`config.mk`:
```
export PLATFORM = sky130hd
export DESIGN_NAME = flut_entry_pair
export DESIGN_NICKNAME = d
export VERILOG_FILES = /design/src/flut_pkg.sv /design/src/flut_entry_pair.sv
export SDC_FILE = /design/constraint.sdc
export NUM_CORES = 1
export LEC_CHECK = 0
export BUFFER_PORTS_ARGS = -buffer_cell sky130_fd_sc_hd__buf_2
export CAP_MARGIN = 10
export CORE_MARGIN = 5
export CORE_UTILIZATION = 55
export CTS_BUF_LIST = sky130_fd_sc_hd__clkbuf_2
export DETAILED_ROUTE_END_ITERATION = 7
export GPL_TIMING_DRIVEN = 1
export PLACE_DENSITY = 0.84
export RECOVER_POWER = 100
export SLEW_MARGIN = 20
export SYNTH_ARGS = -nofsm -noshare
export SYNTH_HDL_FRONTEND = slang
export SYNTH_SLANG_ARGS = --single-unit
```
`constraint.sdc`:
```
create_clock -name ref_clk -period 9.4 [get_ports ref_clk]
set_input_delay 0 -clock ref_clk [delete_from_list [all_inputs] [get_ports ref_clk]]
set_output_delay 0 -clock ref_clk [all_outputs]
set_load 0.005 [all_outputs]
```
`src/flut_pkg.sv`:
```
`default_nettype none
package flut_pkg;
   // ==========================================
   // Register map
   localparam logic [7:0] ADDR_LIMIT5 = 8'h58;
   localparam logic [7:0] ADDR_DUTY5  = 8'h59;
   localparam logic [7:0] ADDR_LIMIT6 = 8'h5A;
   localparam logic [7:0] ADDR_DUTY6  = 8'h5B;
   localparam logic [7:0] RST_LIMIT   = 8'h7F;
   localparam logic [7:0] RST_DUTY    = 8'h3F;
   localparam logic [7:0] READ_NONE   = 8'h00;
   // ==========================================
   // Field layout
   localparam int LIMIT_TOP_BIT = 7;
   localparam int DUTY_EXT_LSB  = 6;
   localparam logic [7:0] LIMIT_LOW_MASK = 8'h7F;
   localparam logic [7:0] DUTY_BASE_MASK = 8'h3F;
   localparam int NUM_REGS  = 4;
   localparam int IDX_LIMIT5 = 0;
   localparam int IDX_DUTY5  = 1;
   localparam int IDX_LIMIT6 = 2;
   localparam int IDX_DUTY6  = 3;
   // ==========================================
   // Mode carrier
   typedef struct packed {
      logic tempHiRes;
      logic dutyHiRes;
      logic pwmFast;
   } flut_mode_t;
   typedef struct packed {
      logic [7:0] tempInt;
      logic       tempHalf;
   } flut_temp_t;
endpackage : flut_pkg
`default_nettype wire

```
`src/flut_entry_pair.sv`:
```
`default_nettype none
// What this block does
// - Low temperature resolution: limit top bit unused, reads back zero.
// - High temperature resolution: top bit joins low seven bits as limit.
// - Limit spans 0 to 127.5 C high resolution, 0 to 127 C low.
// - Temperature above entry limit drives PWM with that entry's duty value, entry 6 taking precedence when both limits are exceeded.
// - Comparison uses nine temperature bits high resolution, eight bits low.
// - Limits are always positive; sign bit assumed zero.
// - Table offset register is added to limits to reach higher temperatures.
// - Low duty resolution: two upper duty bits unused, read back zero.
// - High duty resolution: upper two bits join lower six as PWM value.
// - Extended duty bits take effect only with 22.5 kHz PWM selected.
// - Low resolution PWM uses lower six duty bits as PWM value.
module flut_entry_pair #(
   parameter int TEMP_W = 8
) (
   input  wire logic                  ref_clk,
   input  wire logic                  rst,
   input  wire logic                  regWrite,
   input  wire logic                  regRead,
   input  wire logic [7:0]            regAddr,
   input  wire logic [7:0]            regWrData,
   output var  logic [7:0]            regRdData,
   output var  logic                  regRdValid,
   input  wire flut_pkg::flut_mode_t  mode,
   input  wire flut_pkg::flut_temp_t  remoteTemp,
   input  wire logic [7:0]            lutTempOffset,
   input  wire logic [7:0]            lowerDuty,
   output var  logic [7:0]            pwmDuty,
   output var  logic [1:0]            entryHit
);
   timeunit 1ns;
   timeprecision 1ns;

   // ==========================================
   // Parameter check
   if (TEMP_W != 8)
   begin : gen_bad_width
      $error("flut_entry_pair supports only TEMP_W of 8");
   end

   // ==========================================
   // Register storage
   logic [7:0] regs      [flut_pkg::NUM_REGS];
   logic [7:0] next_regs [flut_pkg::NUM_REGS];
   logic [7:0] next_regRdData;
   logic       next_regRdValid;
   logic [7:0] next_pwmDuty;
   logic [1:0] next_entryHit;

   function automatic int addrIndex(input logic [7:0] a);
      if (a == flut_pkg::ADDR_LIMIT5)
      begin
         return flut_pkg::IDX_LIMIT5;
      end
      else if (a == flut_pkg::ADDR_DUTY5)
      begin
         return flut_pkg::IDX_DUTY5;
      end
      else if (a == flut_pkg::ADDR_LIMIT6)
      begin
         return flut_pkg::IDX_LIMIT6;
      end
      else if (a == flut_pkg::ADDR_DUTY6)
      begin
         return flut_pkg::IDX_DUTY6;
      end
      else
      begin
         return -1;
      end
   endfunction : addrIndex

   function automatic logic isDuty(input int idx);
      return (idx == flut_pkg::IDX_DUTY5) || (idx == flut_pkg::IDX_DUTY6);
   endfunction : isDuty

   // Visible value of a register under the current modes
   function automatic logic [7:0] visible(input int idx, input logic [7:0] v, input flut_pkg::flut_mode_t m);
      if (isDuty(idx))
      begin
         return m.dutyHiRes ? v : (v & flut_pkg::DUTY_BASE_MASK);
      end
      else
      begin
         return m.tempHiRes ? v : (v & flut_pkg::LIMIT_LOW_MASK);
      end
   endfunction : visible

   // Limit in half degrees plus offset, ten bits
   function automatic logic [9:0] limitHalf(input logic [7:0] lim, input logic [7:0] off,
                                            input logic hi);
      logic [9:0] offH;
      offH = {1'b0, off, 1'b0};
      if (hi)
      begin
         return offH + {2'b00, lim};
      end
      else
      begin
         return offH + {1'b0, lim & flut_pkg::LIMIT_LOW_MASK, 1'b0};
      end
   endfunction : limitHalf

   // Effective PWM value of a duty register
   function automatic logic [7:0] dutyValue(input logic [7:0] d, input flut_pkg::flut_mode_t m);
      if (m.dutyHiRes && m.pwmFast)
      begin
         return d;
      end
      else
      begin
         return d & flut_pkg::DUTY_BASE_MASK;
      end
   endfunction : dutyValue

   // ==========================================
   // Register bank
   int wIdx;
   always_comb
   begin
      wIdx = addrIndex(regAddr);
      for (int i = 0; i < flut_pkg::NUM_REGS; i++)
      begin
         next_regs[i] = regs[i];
      end
      if (regWrite && (wIdx >= 0))
      begin
         next_regs[wIdx] = regWrData;
      end
   end

   always_ff @(posedge ref_clk or posedge rst)
   begin
      if (rst)
      begin
         regs[flut_pkg::IDX_LIMIT5] <= flut_pkg::RST_LIMIT;
         regs[flut_pkg::IDX_DUTY5]  <= flut_pkg::RST_DUTY;
         regs[flut_pkg::IDX_LIMIT6] <= flut_pkg::RST_LIMIT;
         regs[flut_pkg::IDX_DUTY6]  <= flut_pkg::RST_DUTY;
      end
      else
      begin
         for (int i = 0; i < flut_pkg::NUM_REGS; i++)
         begin
            regs[i] <= next_regs[i];
         end
      end
   end

   // ==========================================
   // Read port
   int rIdx;
   always_comb
   begin
      rIdx            = addrIndex(regAddr);
      next_regRdValid = regRead;
      next_regRdData  = regRdData;
      if (regRead && (rIdx >= 0))
      begin
         next_regRdData = visible(rIdx, regs[rIdx], mode);
      end
      else if (regRead)
      begin
         next_regRdData = flut_pkg::READ_NONE;
      end
   end

   always_ff @(posedge ref_clk or posedge rst)
   begin
      if (rst)
      begin
         regRdData  <= flut_pkg::READ_NONE;
         regRdValid <= 1'b0;
      end
      else
      begin
         regRdData  <= next_regRdData;
         regRdValid <= next_regRdValid;
      end
   end

   // ==========================================
   // Fan duty selection
   localparam int NUM_ENTRIES = 2;
   localparam int LIMIT_STEP  = flut_pkg::IDX_LIMIT6 - flut_pkg::IDX_LIMIT5;
   logic [9:0]             tempH;
   logic [NUM_ENTRIES-1:0] hit;

   // Nine bits high resolution, eight bits low resolution
   assign tempH = mode.tempHiRes ? {1'b0, remoteTemp.tempInt, remoteTemp.tempHalf}
                                 : {1'b0, remoteTemp.tempInt, 1'b0};

   for (genvar e = 0; e < NUM_ENTRIES; e++)
   begin : gen_entry
      localparam int LIM_IDX = flut_pkg::IDX_LIMIT5 + e * LIMIT_STEP;
      assign hit[e] = tempH > limitHalf(regs[LIM_IDX], lutTempOffset, mode.tempHiRes);
   end

   always_comb
   begin
      next_entryHit = hit;
      if (hit[1])
      begin
         next_pwmDuty = dutyValue(regs[flut_pkg::IDX_DUTY6], mode);
      end
      else if (hit[0])
      begin
         next_pwmDuty = dutyValue(regs[flut_pkg::IDX_DUTY5], mode);
      end
      else
      begin
         next_pwmDuty = lowerDuty;
      end
   end

   always_ff @(posedge ref_clk or posedge rst)
   begin
      if (rst)
      begin
         pwmDuty  <= flut_pkg::READ_NONE;
         entryHit <= 2'b00;
      end
      else
      begin
         pwmDuty  <= next_pwmDuty;
         entryHit <= next_entryHit;
      end
   end
endmodule : flut_entry_pair
`default_nettype wire

```
==> report_table.html <==
<table>
<tr><th>Metric</th><th>Value</th></tr>
<tr><th colspan="2">Detailed routing</th></tr>
<tr><td>Routed via count divided by cell count</td><td>around 5.8</td></tr>
<tr><td>Total iterations of the first detailed-routing run</td><td>4</td></tr>
<tr><td>Number of remaining DRC errors</td><td>0</td></tr>
<tr><td>Average wire length per cell after detail routing</td><td>around 18 µm</td></tr>
<tr><td>Drt first-iter violations</td><td>between 90 and 100</td></tr>
<tr><td>Aggregate routed wire length</td><td>about 8 mm</td></tr>
<tr><td>Vias after detailed routing</td><td>between 2000 and 3000</td></tr>
<tr><td>Antenna Nets Post-Route</td><td>0</td></tr>
<tr><th colspan="2">Cells and area</th></tr>
<tr><td>Multi-input logic area</td><td>a little under 2000 µm²</td></tr>
<tr><td>Relative area change from synthesis to final layout</td><td>17.62%</td></tr>
<tr><td>Share of final-layout standard cells stronger than drive strength 1</td><td>a little under two fifths</td></tr>
<tr><td>Storage cell area</td><td>approximately 1300 µm²</td></tr>
<tr><td>Commonest cells after routing, fill and taps aside</td><td>sky130_fd_sc_hd__mux2_2 (48), sky130_fd_sc_hd__buf_2 (48), sky130_fd_sc_hd__ha_1 (32), sky130_fd_sc_hd__dfrtp_1 (25), sky130_fd_sc_hd__dlygate4sd3_1 (25)</td></tr>
<tr><td>Final net count</td><td>460</td></tr>
<tr><td>Filler cells</td><td>around 460</td></tr>
<tr><td>Layout Cells excl Fill</td><td>~450</td></tr>
<tr><td>Total inserted antenna cells</td><td>0</td></tr>
<tr><td>Layout Utilization</td><td>between 60% and 70%</td></tr>
<tr><th colspan="2">Setup path</th></tr>
<tr><td>Crit Path Max Fanout</td><td>9</td></tr>
<tr><td>Required time at the endpoint of the critical path</td><td>about 9.8 ns</td></tr>
<tr><td>Critical Setup Path Class</td><td>register to register</td></tr>
<tr><td>Worst-path cell chain</td><td>mux2_1 -&gt; ha_1 -&gt; a21o_1 -&gt; a21oi_1 -&gt; nor2b_1 -&gt; o21a_1 -&gt; o41ai_1 -&gt; xor2_1 -&gt; ha_1 -&gt; nor2_1 -&gt; a21oi_1 -&gt; o311ai_0 -&gt; a31oi_1 -&gt; mux2i_1 -&gt; dlygate4sd3_1</td></tr>
<tr><td>Worst-case reg-to-reg path depth</td><td>15</td></tr>
<tr><td>Max stage delay cell, worst path</td><td>sky130_fd_sc_hd__a31oi_1</td></tr>
<tr><td>Startpoint Class</td><td>register</td></tr>
<tr><td>Crit. Startpoint</td><td>regs[9]</td></tr>
<tr><td>Critical Path AT</td><td>5.21 ns</td></tr>
<tr><td>Worst reg2reg setup slack</td><td>approximately 4.6 ns</td></tr>
<tr><td>R2R Path Start</td><td>regs[9]</td></tr>
<tr><td>Worst reg2reg endpoint</td><td>pwmDuty[7]</td></tr>
<tr><td>Critical path endpoint</td><td>pwmDuty[7]</td></tr>
<tr><td>Slowest Stage Delay on Critical Path</td><td>between 0.9 and 1 ns</td></tr>
<tr><td>Critical path endpoint category</td><td>register</td></tr>
<tr><th colspan="2">STA</th></tr>
<tr><td>Tmin final</td><td>~4.8 ns</td></tr>
<tr><td>Total count of hold-check failures in the final report</td><td>0</td></tr>
<tr><td>RSZ-0062 raised after global routing</td><td>false</td></tr>
<tr><td>Final critical-path share of the clock period</td><td>just over 50%</td></tr>
<tr><td>Final-layout setup total negative slack</td><td>0 ns</td></tr>
<tr><td>Slew at the pin closest to its max-slew limit</td><td>between 2 and 2.5 ns</td></tr>
<tr><td>Post-route worst setup slack</td><td>~4.6 ns</td></tr>
<tr><td>Highest attainable clock frequency</td><td>209.4 MHz</td></tr>
<tr><td>Clock Skew</td><td>around 0.036 ns</td></tr>
<tr><td>Count of endpoints failing setup in the final report</td><td>0</td></tr>
<tr><td>Number of max-slew violations in the final report</td><td>52</td></tr>
<tr><td>Max-Slew Margin vs Limit</td><td>-44.42%</td></tr>
<tr><th colspan="2">Status</th></tr>
<tr><td>Status</td><td>complete, but fails checks</td></tr>
<tr><td>Failing checks</td><td>capacitance limit, slew limit</td></tr>
<tr><th colspan="2">Place</th></tr>
<tr><td>Gp weighted congestion</td><td>between 0.7 and 0.8</td></tr>
<tr><td>Cell total after placement</td><td>between 400 and 500</td></tr>
<tr><td>Pre-CTS setup slack</td><td>5.346 ns</td></tr>
<tr><td>Sum of net half-perimeters after detailed placement</td><td>approximately 5.8 mm</td></tr>
<tr><td>Port Buf Inserts</td><td>66</td></tr>
<tr><th colspan="2">Synthesis</th></tr>
<tr><td>Post-synthesis sequential area ratio</td><td>37.84%</td></tr>
<tr><td>Post-synth EDFFs</td><td>0</td></tr>
<tr><td>Number of instances in the synthesized netlist</td><td>between 200 and 300</td></tr>
<tr><td>Number of warnings reported in the yosys synthesis log</td><td>0</td></tr>
<tr><td>Dominant synthesized flop cell</td><td>sky130_fd_sc_hd__dfstp_2</td></tr>
<tr><td>Average footprint of a synthesized cell</td><td>between 10 and 15 µm²</td></tr>
<tr><td>Async SR Flop Fraction</td><td>100.0%</td></tr>
<tr><td>Post-synthesis sequential element count</td><td>51</td></tr>
<tr><td>Mapped cell area</td><td>around 3500 µm²</td></tr>
<tr><td>Number of different library cells in the post-synthesis netlist</td><td>46</td></tr>
<tr><td>Net count after synthesis</td><td>370</td></tr>
<tr><th colspan="2">Power and ir drop</th></tr>
<tr><td>Power Dens Cells</td><td>between 100 and 150 nW/µm²</td></tr>
<tr><td>Leakage power total</td><td>1.919 nW</td></tr>
<tr><td>Worst vdd ir</td><td>~0.0001 V</td></tr>
<tr><th colspan="2">Die</th></tr>
<tr><td>I/O Pins</td><td>67</td></tr>
<tr><td>Starting Density</td><td>a little under three fifths</td></tr>
<tr><td>Height of the die</td><td>around 90 µm</td></tr>
<tr><td>Die footprint</td><td>approximately 8000 µm²</td></tr>
<tr><td>Rows</td><td>28</td></tr>
<tr><td>CORE AREA</td><td>approximately 6000 µm²</td></tr>
<tr><td>Die width</td><td>between 80 and 90 µm</td></tr>
<tr><th colspan="2">Clocking</th></tr>
<tr><td>Maximum level of the CTS H-tree</td><td>2</td></tr>
<tr><td>PostCTS Resize Cnt</td><td>0</td></tr>
<tr><td>Clock tree from TritonCTS</td><td>yes</td></tr>
<tr><td>Num CTS Buffers</td><td>5</td></tr>
<tr><td>Sink count of the clock tree</td><td>slightly above 50</td></tr>
<tr><td>Number of buffers on the longest clock path</td><td>2</td></tr>
<tr><td>Clock tree root driver cell</td><td>sky130_fd_sc_hd__clkbuf_2</td></tr>
<tr><td>Clock latency at the later pin of the worst-skew pair</td><td>roughly 0.47 ns</td></tr>
<tr><td>Clock transition at the registers of the reported paths</td><td>0.27 ns</td></tr>
<tr><td>Post-CTS repair timing setup buffer count</td><td>0</td></tr>
<tr><th colspan="2">Global routing</th></tr>
<tr><td>Via count of the first global-routing pass</td><td>2784</td></tr>
<tr><td>Global-route wire length before repair</td><td>~13 mm</td></tr>
<tr><td>Initial antenna violation count</td><td>0</td></tr>
<tr><td>Residual overflow from global routing</td><td>0</td></tr>
<tr><td>Overall routing resource usage</td><td>21.38%</td></tr>
<tr><td>Maximum number of pins on one net before global-route repair</td><td>52</td></tr>
<tr><th colspan="2">Job</th></tr>
<tr><td>Number of max-cap violations</td><td>1</td></tr>
<tr><th colspan="2">Min path</th></tr>
<tr><td>Type of the tightest min-delay check</td><td>input port to register</td></tr>
</table>
[critical path, delay by kind of cell (launching register included)]
kind | cells | cell delay (ns)
compound gates | 7 | 2.19
xor+xnor | 1 | 0.13
fa+ha+maj | 2 | 0.62
buf+inv | 1 | 0.61
flops | 1 | 0.45
mux | 2 | 0.65
simple gates | 2 | 0.12
[how the worst min path moves through the flow]
stage / startpoint / end / slack, ns / cells after the start
3_5_place_dp: regRead / regRdValid / 0.24 / 1
2_1_floorplan: regRead / regRdValid / 0.03 / 0
5_1_grt: regAddr[4] / regRdData[2] / 0.12 / 4
4_1_cts: regWrite / regs[22] / 0.05 / 4
3_3_place_gp: regRead / regRdValid / 0.24 / 1
6_report: regAddr[4] / regRdData[7] / 0.08 / 4
[cells in the mapped netlist (6+ instances only)]
library cell,count,area share [%]
sky130_fd_sc_hd__mux2_2,50,16
sky130_fd_sc_hd__ha_1,32,12
sky130_fd_sc_hd__dfstp_2,26,20
sky130_fd_sc_hd__dfrtp_1,25,18
sky130_fd_sc_hd__inv_1,23,2.5
sky130_fd_sc_hd__o21ai_0,10,1.4
sky130_fd_sc_hd__a21oi_1,8,1.2
sky130_fd_sc_hd__mux2_4,8,3.5
sky130_fd_sc_hd__o22ai_1,8,1.4
sky130_fd_sc_hd__xor2_1,8,2.0
sky130_fd_sc_hd__mux2i_1,7,2.0
sky130_fd_sc_hd__nand3_1,7,1.0
sky130_fd_sc_hd__a21o_1,6,1.3
sky130_fd_sc_hd__mux4_2,6,3.9
sky130_fd_sc_hd__nand2_1,6,0.65
[flip-flops by register name (all words and copies together), names as in the netlist]
signal,cells
regRdValid,1
regRdData,8
regs,32
entryHit,2
pwmDuty,8
[metal layers]
metal | routed length, µm | GRT usage (%)
met4 | 131 | 7.307
met2 | 4230 | 38.58
met5 | 0 | 0
met1 | 3270 | 25.81
met3 | 352 | 3.410
[cell families (layout without fill, tap and decap cells)]
group | count (synthesis) | in the layout | share of synthesized area [%]
XOR/XNOR | 11 | 11 | 2.786
AO/OA/AOI/OAI | 45 | 45 | 8.792
flip-flops | 51 | 51 | 37.84
buffers and inverters | 31 | 122 | 3.871
multiplexers | 71 | 71 | 25.69
AND/OR/NAND/NOR | 45 | 45 | 8.285
adder cells (fa/ha/maj) | 34 | 34 | 12.74
[power breakdown]
part,internal [mW],leakage [nW],switching [mW]
Combinational,0.0637,1.27,0.0613
Sequential,0.237,0.604,0.00761
Clock,0.0472,0.0432,0.0702
Total,0.347,1.92,0.139
[area by class of cell]
cell class,count,share of cell area [%]
Tap cell,75,2.307
Sequential cell,51,32.17
Timing Repair Buffer,91,13.72
Clock buffer,7,0.8613
Clock inverter,1,0.7382
Multi-Input combinational cell,206,48.05
Inverter,23,2.153
[what timing repair did]
| action | in CTS | in global routing |
|---|---|---|
| hold buffers | 25 | 0 |
| endpoints found under the setup margin | 0 | 0 |
| endpoints found under the hold margin | 75 | 0 |
[metrics by stage]
step | hold slack, ns | power (mW) | cell area [µm²]
4_1_cts | 0.05384 | 0.4940 | 4150
5_1_grt | 0.1221 | 0.5123 | 4068
3_3_place_gp | 0.2428 | 0.3628 | 3835
2_1_floorplan | 0.03143 | 0.3286 | 3458
6_report | 0.08165 | 0.4866 | 4068
3_5_place_dp | 0.2441 | 0.3677 | 3835
No activity file was read; power rests on OpenSTA's default activity.
